**src/design/sleep_power_pkg.sv**
```systemverilog
package sleep_power_pkg;

	// Register addresses on the plain register port
	localparam logic [3:0] ADDR_SLEEP_MODE_CONTROL = 4'h0; // Sleep mode and sleep allow
	localparam logic [3:0] ADDR_SYSTEM_CONTROL     = 4'h1; // Brown-out sleep bits
	localparam logic [3:0] ADDR_POWER_REDUCTION    = 4'h2; // Peripheral clock gates
	localparam logic [3:0] ADDR_RESET_STATUS       = 4'h3; // Live synchronised reset sources

	// Field positions
	localparam int SLEEP_ALLOW_BIT     = 0;
	localparam int SLEEP_MODE_LSB      = 1;
	localparam int BOD_SLEEP_CE_BIT    = 5;
	localparam int BOD_SLEEP_BIT       = 6;
	localparam int GATE_CONVERTER_BIT  = 0;
	localparam int GATE_XCVR_BIT       = 1;
	localparam int GATE_SPI_BIT        = 2;
	localparam int GATE_TIMER16_BIT    = 3;

	// Reset values
	localparam logic [7:0] SLEEP_MODE_CONTROL_RESET = 8'h00;
	localparam logic [7:0] SYSTEM_CONTROL_RESET     = 8'h00;
	localparam logic [7:0] POWER_REDUCTION_RESET    = 8'h00;
	localparam logic [7:0] POWER_REDUCTION_MASK     = 8'h0f;

	// Timing counts in system clock cycles
	localparam logic [2:0] BOD_CHANGE_WINDOW = 3'h4; // Cycles the change enable stays open
	localparam logic [2:0] BOD_ACTIVE_DELAY  = 3'h3; // Set to active
	localparam logic [2:0] BOD_ACTIVE_HOLD   = 3'h3; // Active to auto clear
	localparam int         DELAY_WIDTH       = 20;
	localparam logic [1:0] SYNC_SETTLE       = 2'h2; // Synchroniser latency cover

	// Sleep mode codes
	typedef enum logic [2:0] {
		MODE_IDLE       = 3'b000,
		MODE_NOISE_RED  = 3'b001,
		MODE_POWER_DOWN = 3'b010,
		MODE_POWER_SAVE = 3'b011,
		MODE_STANDBY    = 3'b110
	} sleep_mode_t;

	// Register port request
	typedef struct packed {
		logic [3:0] addr;
		logic [7:0] wdata;
		logic       wr;
		logic       rd;
	} reg_req_t;

	// Raw reset sources
	typedef struct packed {
		logic power_low;   // Supply below power-on level
		logic pin_low;     // External reset pin held low
		logic watchdog;    // Watchdog expiry pulse
		logic brownout;    // Low-supply indication
		logic scan_reset;  // Test-port reset register bit
	} reset_src_t;

	// Peripheral gate outputs
	typedef struct packed {
		logic timer16;
		logic serial_peripheral;
		logic serial_transceiver;
		logic converter;
	} gates_t;

endpackage

```
**src/design/sleep_power_reset_control.sv**
```systemverilog
// Decided for this implementation: strobed register access and the register offsets.
`timescale 1ns/100ps
module sleep_power_reset_control
	import sleep_power_pkg::*;
#(
	parameter logic [DELAY_WIDTH-1:0] DELAY_SHORT = 20'h0_0040, // Short fuse time-out
	parameter logic [DELAY_WIDTH-1:0] DELAY_LONG  = 20'hF_4240  // Long fuse time-out
) (
	input  wire logic                          clock,
	input  wire logic                          rst_n,
	input  wire sleep_power_pkg::reg_req_t     req,
	output logic       [7:0]                   rdata,
	input  wire logic                          sleep_instr,
	input  wire sleep_power_pkg::reset_src_t   src,
	input  wire logic                          watchdog_enabled,
	input  wire logic                          brownout_detect_enabled,
	input  wire logic                          comparator_reference_select,
	input  wire logic                          converter_enabled,
	input  wire logic                          startup_time_fuse,
	output sleep_power_pkg::gates_t            gates,
	output logic                               sleeping,
	output logic       [2:0]                   sleep_mode_select,
	output logic                               brownout_off_in_sleep,
	output logic                               internal_reset,
	output logic                               port_reset,
	output logic                               reference_on,
	output logic                               comparator_mux_blocked
);
	import sleep_power_pkg::*;

	// Registers held by the block
	logic [7:0] sleep_mode_control;   // Mode field and allow bit
	logic [7:0] power_reduction;      // Low nibble gates
	logic       bod_ce;               // Change enable, self closing
	logic [2:0] ce_count;             // Change window counter
	logic       bod_pending;          // Set, not yet active
	logic       bod_active;           // Brown-out sleep bit active
	logic [2:0] bod_count;            // Delay and hold counter

	// Synchronised asynchronous sources
	logic [4:0] src_meta;
	logic [4:0] src_sync;
	logic       any_src_sync;
	logic       any_src_raw;
	logic [1:0] settle;               // Holds stretch until sources reach src_sync
	logic [DELAY_WIDTH-1:0] delay_count;
	logic       stretch;

	// Raw combination of sources, only used asynchronously, for stretch and both resets.
	// Disabled watchdog and brown-out sources are masked here so that a
	// detector that is switched off can never pull the device into reset.
	// This net is never read by clocked logic as data; it only sets the
	// reset flops directly, so no clock has to run for reset to assert.
	// A glitch on any source will assert reset: that is the safe side.
	// Minimum pin pulse width is left to the pad filter outside this block.
	assign any_src_raw = src.power_low | src.pin_low | src.scan_reset
		| (src.watchdog & watchdog_enabled)
		| (src.brownout & brownout_detect_enabled);

	// Two-flop synchroniser for every source.
	// Only src_sync is read by logic; src_meta may go metastable and is
	// read by nothing but the second stage.
	// The enable masks are applied before the first flop on purpose, so that
	// the synchronised copy and the raw net always agree on what counts.
	// Latency is two cycles, covered by the settle counter further down.
	// The flops have no reset so that they keep tracking through any reset.
	always_ff @(posedge clock) begin
		src_meta <= {src.power_low, src.pin_low, src.watchdog & watchdog_enabled,
			src.brownout & brownout_detect_enabled, src.scan_reset};
		src_sync <= src_meta;
	end
	assign any_src_sync = |src_sync;

	// Sleep mode control register write.
	// Only the low nibble is stored: mode field and allow bit.
	// Reserved mode codes are stored as written; decoding is left to the
	// clock controller, which treats them as no sleep at all.
	// Internal reset clears the register as well as rst_n, so a watchdog
	// or brown-out reset returns software to a known power state.
	// Writes during internal reset are dropped by that priority.
	always_ff @(posedge clock) begin
		if (!rst_n) begin
			sleep_mode_control <= SLEEP_MODE_CONTROL_RESET;
		end else if (internal_reset) begin
			sleep_mode_control <= SLEEP_MODE_CONTROL_RESET;
		end else if (req.wr && req.addr == ADDR_SLEEP_MODE_CONTROL) begin
			sleep_mode_control <= {4'h0, req.wdata[3:0]};
		end
	end

	// Power reduction register; upper nibble never stored.
	// Masking on write rather than on read keeps the reserved bits at zero
	// everywhere they are used, including the gate outputs below.
	// A gate bit only stops the module clock; the module keeps its state,
	// so clearing the bit resumes it where it stopped.
	// Software is expected to disable the converter before gating it, and to
	// reinitialise the serial modules after ungating; this block cannot know.
	always_ff @(posedge clock) begin
		if (!rst_n) begin
			power_reduction <= POWER_REDUCTION_RESET;
		end else if (internal_reset) begin
			power_reduction <= POWER_REDUCTION_RESET;
		end else if (req.wr && req.addr == ADDR_POWER_REDUCTION) begin
			power_reduction <= req.wdata & POWER_REDUCTION_MASK;
		end
	end

	// Timed change sequence for the brown-out sleep bit.
	// The first write sets both the bit and its change enable and opens a
	// window of four cycles. Any later write to the register inside that
	// window that does not set both bits again completes the change.
	// A write that sets both bits again restarts the window rather than
	// completing the change, which matches a software retry.
	// The window closes on its own, so a stray write later does nothing.
	always_ff @(posedge clock) begin
		if (!rst_n) begin
			bod_ce      <= 1'b0;
			ce_count    <= 3'h0;
			bod_pending <= 1'b0;
		end else if (internal_reset) begin
			bod_ce      <= 1'b0;
			ce_count    <= 3'h0;
			bod_pending <= 1'b0;
		end else begin
			bod_pending <= 1'b0;
			if (bod_ce) begin
				// Window closes on its own after four cycles
				ce_count <= ce_count - 3'h1;
				if (ce_count == 3'h1) begin
					bod_ce <= 1'b0;
				end
			end
			if (req.wr && req.addr == ADDR_SYSTEM_CONTROL) begin
				if (req.wdata[BOD_SLEEP_BIT] && req.wdata[BOD_SLEEP_CE_BIT]) begin
					bod_ce   <= 1'b1;
					ce_count <= BOD_CHANGE_WINDOW;
				end else if (bod_ce) begin
					// Second write inside the window completes the change
					bod_ce      <= 1'b0;
					bod_pending <= 1'b1;
				end
			end
		end
	end

	// Brown-out sleep bit delay to active and automatic clear.
	// One counter serves both phases: it first times the delay to active,
	// then is reloaded to time the hold before the automatic clear.
	// The pending pulse itself already spends one of the delay cycles,
	// hence the load of one less than the delay count.
	// A sleep instruction must land while the bit is active; outside that
	// short spot the detector stays on during sleep.
	always_ff @(posedge clock) begin
		if (!rst_n) begin
			bod_active <= 1'b0;
			bod_count  <= 3'h0;
		end else if (internal_reset) begin
			bod_active <= 1'b0;
			bod_count  <= 3'h0;
		end else if (bod_pending) begin
			bod_count <= BOD_ACTIVE_DELAY - 3'h1;
		end else if (bod_count != 3'h0) begin
			bod_count <= bod_count - 3'h1;
			if (bod_count == 3'h1) begin
				bod_active <= ~bod_active;
				if (!bod_active) begin
					bod_count <= BOD_ACTIVE_HOLD;
				end
			end
		end
	end

	// Sleep entry and wake.
	// The sleep instruction has effect only while the allow bit is set.
	// The detector-off state is captured at entry and held for the whole
	// sleep period, even though the brown-out sleep bit clears itself soon.
	// There is no wake logic here: software ends the sleep state by
	// clearing the allow bit after wake-up, as it should anyway.
	always_ff @(posedge clock) begin
		if (!rst_n || internal_reset) begin
			sleeping              <= 1'b0;
			brownout_off_in_sleep <= 1'b0;
		end else if (sleep_instr && sleep_mode_control[SLEEP_ALLOW_BIT]) begin
			sleeping              <= 1'b1;
			brownout_off_in_sleep <= bod_active;
		end else if (!sleep_mode_control[SLEEP_ALLOW_BIT]) begin
			// Clearing allow after wake-up ends the sleep state
			sleeping              <= 1'b0;
			brownout_off_in_sleep <= 1'b0;
		end
	end

	// Stretch flag for the internal reset.
	// It is set at once by any raw source, with no clock needed, and the
	// settle counter then covers the gap until that source reaches the
	// synchroniser output. Without it a source shorter than the two-cycle
	// latency, such as the one-cycle watchdog pulse, would let the stretch
	// drop before the delay counter had ever been loaded.
	// The set path assigns constants only, so it is safe as an async set.
	always_ff @(posedge clock or posedge any_src_raw) begin
		if (any_src_raw) begin
			stretch <= 1'b1;
			settle  <= SYNC_SETTLE;
		end else if (!rst_n) begin
			stretch <= 1'b1;
			settle  <= 2'h0;
		end else if (any_src_sync) begin
			// A synchronised source still stands: keep holding
			stretch <= 1'b1;
		end else if (settle != 2'h0) begin
			settle <= settle - 2'h1;
		end else if (delay_count == '0) begin
			// Time-out expired with every source quiet
			stretch <= 1'b0;
		end
	end

	// Delay counter, synchronous only.
	// Reloaded for as long as any source stands, so timing starts at the
	// last source to fall, or at the fall of the watchdog pulse.
	// The fuse picks the short or the long time-out.
	always_ff @(posedge clock) begin
		if (!rst_n) begin
			delay_count <= '0;
		end else if (any_src_sync) begin
			delay_count <= startup_time_fuse ? DELAY_LONG : DELAY_SHORT;
		end else if (delay_count != '0) begin
			delay_count <= delay_count - 1'b1;
		end
	end

	// Port reset follows any source immediately, no clock needed.
	// Asynchronous set, synchronous release through the stretch flag, so
	// the release edge is clean for every flop it reaches.
	// A power-low or pin source reasserts it with no delay at all.
	// The release still waits for the full time-out period.
	// Kept as its own flop so that port logic loads it separately.
	always_ff @(posedge clock or posedge any_src_raw) begin
		if (any_src_raw) begin
			port_reset <= 1'b1;
		end else begin
			port_reset <= stretch;
		end
	end

	// Internal reset, asserted immediately, released after time-out.
	// The synchronised sources are ORed in as well as the stretch flag, as
	// a second guard should the settle counter ever be outrun.
	// The mode, power reduction, brown-out sleep and sleep state registers are cleared while it stands.
	// Brown-out only counts while detection is enabled, watchdog only while
	// the watchdog is enabled; the masks sit in front of the synchroniser.
	always_ff @(posedge clock or posedge any_src_raw) begin
		if (any_src_raw) begin
			internal_reset <= 1'b1;
		end else begin
			internal_reset <= stretch | any_src_sync;
		end
	end

	// Registered outputs: gates, mode, reference.
	// All come straight from flops; the one cycle of lag against the
	// registers is harmless for clock gates and for the mode select.
	// The reference is powered for the detector, the comparator reference
	// select or the converter; software must still allow it to start up.
	// The comparator loses the converter multiplexer with the converter gate.
	always_ff @(posedge clock) begin
		gates.timer16            <= power_reduction[GATE_TIMER16_BIT];
		gates.serial_peripheral  <= power_reduction[GATE_SPI_BIT];
		gates.serial_transceiver <= power_reduction[GATE_XCVR_BIT];
		gates.converter          <= power_reduction[GATE_CONVERTER_BIT];
		comparator_mux_blocked   <= power_reduction[GATE_CONVERTER_BIT];
		sleep_mode_select        <= sleep_mode_control[SLEEP_MODE_LSB +: 3];
		reference_on <= brownout_detect_enabled | comparator_reference_select
			| converter_enabled;
	end

	// Register read, data one cycle later.
	// Read data stand for one cycle only and are zero otherwise, so a
	// stale value can never pass for a fresh one.
	// Reserved bits of every register read as zero.
	// The status address shows the live synchronised sources for debug.
	// Unmapped addresses read as zero.
	always_ff @(posedge clock) begin
		if (!rst_n) begin
			rdata <= 8'h00;
		end else if (req.rd) begin
			case (req.addr)
				ADDR_SLEEP_MODE_CONTROL: rdata <= sleep_mode_control;
				ADDR_SYSTEM_CONTROL:
					rdata <= {1'b0, bod_active, bod_ce, 5'h00};
				ADDR_POWER_REDUCTION: rdata <= {4'h0, power_reduction[3:0]};
				ADDR_RESET_STATUS:
					rdata <= {3'h0, src_sync};
				default: rdata <= 8'h00;
			endcase
		end else begin
			rdata <= 8'h00;
		end
	end

	// Checks.
	// Assertions watch what this block drives; they are disabled during
	// rst_n, and the brown-out sequence checks also during internal reset,
	// since reset may cut a sequence short at any point.
	// Covers mark the main scenarios a bench should reach.
	a_reserved_zero: assert property (@(posedge clock) disable iff (!rst_n)
		req.rd && req.addr == ADDR_POWER_REDUCTION |=> rdata[7:4] == 4'h0)
		else $error("reserved bits not zero");
	a_sleep_needs_allow: assert property (@(posedge clock) disable iff (!rst_n)
		$rose(sleeping) |-> $past(sleep_mode_control[SLEEP_ALLOW_BIT]))
		else $error("sleep without allow");
	a_bod_active_delay: assert property (@(posedge clock) disable iff (!rst_n || internal_reset)
		bod_pending && !bod_active |-> !bod_active[*3] ##1 bod_active)
		else $error("brown-out sleep not active after three");
	a_bod_auto_clear: assert property (@(posedge clock) disable iff (!rst_n || internal_reset)
		$rose(bod_active) |-> bod_active[*3] ##1 !bod_active)
		else $error("brown-out sleep not cleared");
	a_ce_window: assert property (@(posedge clock) disable iff (!rst_n || internal_reset)
		$rose(bod_ce) |-> ##[1:4] !bod_ce)
		else $error("change window too long");
	a_reset_immediate: assert property (@(posedge clock) disable iff (!rst_n)
		src_sync[4] |-> internal_reset)
		else $error("power-low without reset");
	a_reference_on: assert property (@(posedge clock) disable iff (!rst_n)
		converter_enabled |=> reference_on)
		else $error("reference off with converter");
	a_gate_timer: assert property (@(posedge clock) disable iff (!rst_n)
		power_reduction[GATE_TIMER16_BIT] |=> gates.timer16)
		else $error("timer gate lost");
	a_mode_follow: assert property (@(posedge clock) disable iff (!rst_n)
		1'b1 |=> sleep_mode_select == $past(sleep_mode_control[3:1]))
		else $error("mode output stale");
	c_sleep: cover property (@(posedge clock) $rose(sleeping));
	c_bod_off: cover property (@(posedge clock) $rose(brownout_off_in_sleep));
	c_release: cover property (@(posedge clock) $fell(internal_reset));
	c_bod_active: cover property (@(posedge clock) $rose(bod_active));
	// A raw source already standing at an edge has set both resets
	a_port_reset_async: assert property (@(posedge clock) disable iff (!rst_n)
		any_src_raw |-> port_reset && internal_reset)
		else $error("reset not asserted by source");
	// Release only once the delay counter has run down
	a_release_timed: assert property (@(posedge clock) disable iff (!rst_n)
		$fell(internal_reset) |-> delay_count == '0)
		else $error("reset released before time-out");
	// Detector off in sleep only if the bit was active at entry
	a_bod_off_active: assert property (@(posedge clock) disable iff (!rst_n)
		$rose(brownout_off_in_sleep) |-> $past(bod_active))
		else $error("detector off without active bit");
endmodule
```
**config.mk**
```make
export PLATFORM = sky130hd
export DESIGN_NAME = sleep_power_reset_control
export DESIGN_NICKNAME = d
export VERILOG_FILES = /design/src/design/sleep_power_pkg.sv /design/src/design/sleep_power_reset_control.sv
export SDC_FILE = /design/constraint.sdc
export NUM_CORES = 1
export LEC_CHECK = 0
export BUFFER_PORTS_ARGS = -buffer_cell sky130_fd_sc_hd__buf_2
export CAP_MARGIN = 20
export CORE_MARGIN = 10
export CORE_UTILIZATION = 55
export DETAILED_ROUTE_END_ITERATION = 7
export HOLD_SLACK_MARGIN = 0.08
export PLACE_DENSITY_LB_ADDON = 0.12
export SYNTH_ARGS = -nofsm -noshare
export SYNTH_HDL_FRONTEND = slang
export SYNTH_SLANG_ARGS = --single-unit
```
**constraint.sdc**
```tcl
create_clock -name clock -period 2.45 [get_ports clock]
set_clock_uncertainty 0.1 [all_clocks]
set_input_delay 0.1225 -clock clock [delete_from_list [all_inputs] [get_ports clock]]
set_output_delay 0.1225 -clock clock [all_outputs]
set_load 0.02 [all_outputs]
```
Yosys cells after proc, flatten, opt, wreduce, memory -nomap -nowiden. Cells that the tools add are included.

Register bits after elaboration: 70. Input port bits: 27. Output and inout bits: 21. Word-level logic and storage cells: 100.

$add $sub $neg: 4. Equal/unequal tests: 10. Multiplexer cells: 27. Bitwise gates (word level): 13. Reduce and logical (&&, ||, !) cells: 22.

Operator list (number): 20-bit two-way mux (3); 7-bit case mux with 4 select lines (1); 20-bit zero test (1); 20-bit nonzero test (1); 20-bit by 1-bit subtractor with 20-bit output, second input constant (1); 3-bit two-way mux (5); 1-bit two-way mux (13); 2-bit two-way mux (5); 4-bit by 2-bit equality test with 1-bit output, second input constant (2); 1-bit OR (7); 3-bit by 1-bit equality test with 1-bit output, second input constant (2); 2-bit AND reduction (3); 2-bit nonzero test (3); 3-bit by 1-bit subtractor with 3-bit output, second input constant (2); 1-bit logical AND (5); 5-bit OR reduction (1); 4-bit by 1-bit equality test with 1-bit output, second input constant (1); 4-bit zero test (1); 2-bit by 1-bit != test with 1-bit output, second input constant (2); 1-bit inverter (4); 4-bit OR reduction (1); 3-bit by 1-bit != test with 1-bit output, second input constant (1); 3-bit != test, second input constant (1); 3-bit AND reduction (1); 8 further kinds (9).

Longest topological paths before layout.
Word-level depth: 6. Depth in mapped cells: 8. Depth with buffers taken out: 7.

Worst setup path after synthesis. OpenSTA, ideal clock, no wires.

Path type: register -> register. From: register delay_count[4]. To: register delay_count[3]. Arrival: 1.761 ns. Required time: 2.235 ns. Setup slack: 0.474 ns. Stages on the path, launching flop included: 7. Buffers on the path: 1. Period minus slack after synthesis: 1.976 ns. Cells stage by stage: dfxtp_1 > or4_4 > nor4_4 > and3_1 > buf_4 > o21ai_1 > and2_1.

Word-level cells in the longest chain between the ends: 2.

Ends and longest elaborated chain: start, declared (RTL line sleep_power_reset_control.sv:46) `logic [DELAY_WIDTH-1:0] delay_count;`; start signal, assigned (RTL line sleep_power_reset_control.sv:226) `delay_count <= startup_time_fuse ? DELAY_LONG : DELAY_SHORT;`; start signal, assigned (RTL line sleep_power_reset_control.sv:228) `delay_count <= delay_count - 1'b1;`; 20-bit nonzero test (RTL line sleep_power_reset_control.sv:227) `end else if (delay_count != '0) begin`; 2-bit nonzero test (no source line).

Every way passes these cells. A chain may end at the register's enable or synchronous reset.

Worst setup path after layout.
From: register delay_count[4]. To: register delay_count[9].

Word-level cells in the longest chain between the ends: 3. Elaborated cells between the ends (all ways): 5. Classes of those cells: add/sub: 1; mux: 2; reduce/logical: 2.

Ends and longest elaborated chain: 20-bit by 1-bit subtractor with 20-bit output (RTL line sleep_power_reset_control.sv:228); 20-bit two-way mux (RTL line sleep_power_reset_control.sv:227); 20-bit two-way mux (RTL line sleep_power_reset_control.sv:225) `end else if (any_src_sync) begin`.

Parallel ways exist; a longest one is shown, timed or not. The select of a mux whose other input is x is not followed.

==> results.toml <==
[clocking]
cts_tree = "built"
root_buffer = "clkbuf_8"
cts_buffers = 9
cts_max_level = 3
clock_path_buffers = 2
cts-resized-gates = 0
clk_pin_slew_ps = 70
cts_num_sinks = 69
clock_latency_ps = 330

[cells_and_area]
register_area_sq_um = 1410
fillers = 410
final_cells = 444
final_common_cell = "dfxtp_1"
areaGrowthSynthToFinish_pct = 25.8
final_cell_area_sq_um = 3560
mostFrequentLayoutCells = "dfxtp_1 (64), buf_2 (44), nor2_1 (43)"
layout-drive-gt1-share_pct = 20.1
fin_nets = 404
multiInputGateArea_sq_um = 1320
diodes = 0

[sta]
max_clock_freq_mhz = 445
period_minus_slack_ps = 2250
rsz0062_at_grt = "no"
holdWs_ps = 117
fin_setup_tns_ps = 0
slew_headroom_pct = 53.9
setup_viol_count_final = 0
report.final.slew_viol_count = 0
tightest_slew_ps = 686
min_period_over_period_pct = 91.8
finalHoldViolations = 0

[logic_synthesis]
ys_ff_latch = 69
synth_cell_types = 50
yosys_warnings = 0
synthFlopType = "dfxtp_1"
synth.avg_cell_area_sq_um = 9.49
synth-edff-count = 0
synth_area_sq_um = 2830
postSynthCellCount = 298
synth-seq-area-share_pct = 49.9
async_flop_share_pct = 7.25
synthesis.nets = 333

[setup_path]
startpoint = "delay_count[4]"
slowest_stage = "or4_4"
rr_endpoint = "delay_count[9]"
cp_slowest_stage_delay_ps = 620
crit_type = "register to register"
path_cells = "or4_4, nor4_4, and3_1, o41ai_1, a31oi_1"
r2r_slack_ps = 200
crit_fanout = 7
cp-end-kind = "register"
start_kind = "register"
critPathRequiredTime_ps = 2600
reg2reg_from = "delay_count[4]"
reg2regPathDepth = 5
worstPathArrival_ps = 2400

[grt]
grt_start_max_net_pins = 19
track_usage_pct = 15.5
grt_pass1_vias = 2293
overflow = 0
antenna_found_initial = 0
grt_pass1_wl_mm = 10.9

[pwr]
p_comb_share_pct = 9.7
power_switching_share_pct = 22.5
intPower_w = 0.00186
p_switching_w = 0.000539
cellPowerDensity_nw_per_um2 = 673
pwr-share-clk_pct = 41.7
peakVddDrop_mv = 0.398
power_frac_seq_pct = 48.6
leakagePower_nw = 1.43
power_w = 0.00240

[route]
drtIter0Drc = 129
routed_via_density = 5.28
avgRoutedWirePerCell_microns = 14.3
firstDrtPassIters = 4
drtAntennaViolNets = 0
route.detailed.drc = 0
vias = 2346
routed_wl_mm = 6.33

[placement]
placedCellCount = 405
gp_congestion = 0.869
hpwl_mm = 4.35
placed_area_sq_um = 3110
portBuffers = 44

[floorplanning]
core_sq_um = 5040
core.rowCount = 26
die_x_microns = 91.7
die-area_sq_um = 8410
num_io_pins = 48
start_util_pct = 56.1
die_height_microns = 91.7

[run_status]
status = "finished, final reports clean"

[min_path]
hold_path_depth = 3
hold_path_end = "rdata[4]"
min-delay-start = "req[11]"
hold_class = "input port to register"

[flow_run]
drv_cap = 0
timing repair:
item	CTS	global route
hold buffers	23	0
setup buffers	0	0
endpoints found under the hold margin	32	0
kinds of logic (layout without fill, tap and decap cells):
kind of cell | count (synthesis) | after routing | synth area share, %
simple gates | 131 | 131 | 25.4
flops | 69 | 69 | 49.9
compound gates | 45 | 45 | 10.4
buf+inv | 22 | 98 | 3.32
xor+xnor | 12 | 12 | 3.72
mux | 10 | 10 | 3.54
fa+ha+maj | 8 | 8 | 3.54
other cells | 1 | 1 | 0.133
Yosys cell counts, drive strengths merged (4+ instances only):
master	count	share of area [%]
a31oi	7	1.5
nand3	12	2.1
ha	8	3.5
or3	6	1.3
dfstp	4	3.7
inv	12	1.6
o21ai	6	1.1
a21oi	14	2.5
nor3	9	1.6
clkbuf	7	0.93
nand2b	6	1.3
xnor2	9	2.8
dfxtp	64	45
and2	4	0.88
nor2	43	5.7
mux2i	10	3.5
nor4	9	3.8
or4	6	2.0
nand2	20	2.7
metal layers:
metal | GRT usage, % | routed length, microns
met5 | 0 | 0
met4 | 7.07 | 121
met3 | 4.40 | 437
met2 | 23.3 | 2770
met1 | 20.2 | 3000
stage by stage:
step           util (%)  worst slack (ps)
2_1_floorplan         -               474
6_report           70.5               201
3_3_place_gp       61.7               269
5_1_grt            70.5              44.8
4_1_cts            70.5               211
3_5_place_dp       61.7               233
how the worst max path moves through the flow:
stage                           to  slack [ps]  cells after the start
global placement    delay_count[3]         270                      5
CTS                        stretch         210                      5
global route        delay_count[9]          40                      5
finish              delay_count[9]         200                      5
detailed placement  delay_count[9]         230                      5
floorplan           delay_count[3]         470                      6
power by group through the flow:
stage	clock network (W)	logic (W)	registers [W]
6_report	0.000998	0.000233	0.00116
5_1_grt	0.00107	0.000255	0.00117
3_5_place_dp	0	0.000201	0.00119
3_3_place_gp	0	0.000198	0.00119
4_1_cts	0.00101	0.000229	0.00116
2_1_floorplan	0	0.000146	0.00118
cell type report:
cell class,instances,share of cell area (%)
flip-flops and latches,69,39.7
multi-input cells,207,37.2
repair buffers,70,13.3
clock buffers,12,4.08
well taps,70,2.46
clock inverters,4,2.04
inverters,12,1.27
sequential cells by signal, summed over array words and instances, names as in the netlist, 2 cells and up:
signal / cells
delay_count: 20
rdata: 7
src_meta: 5
src_sync: 5
power_reduction: 4
sleep_mode_control: 4
bod_count: 3
ce_count: 3
gates: 3
sleep_mode_select: 3
settle: 2
worst max-delay path, delay by kind of cell (launching register included):
family | cells | cell delay [ps]
DFF | 1 | 360
and+or+nand+nor | 3 | 1420
AOI/OAI and AO/OA | 2 | 300
Note: power is estimated with default switching activity, not from simulation.
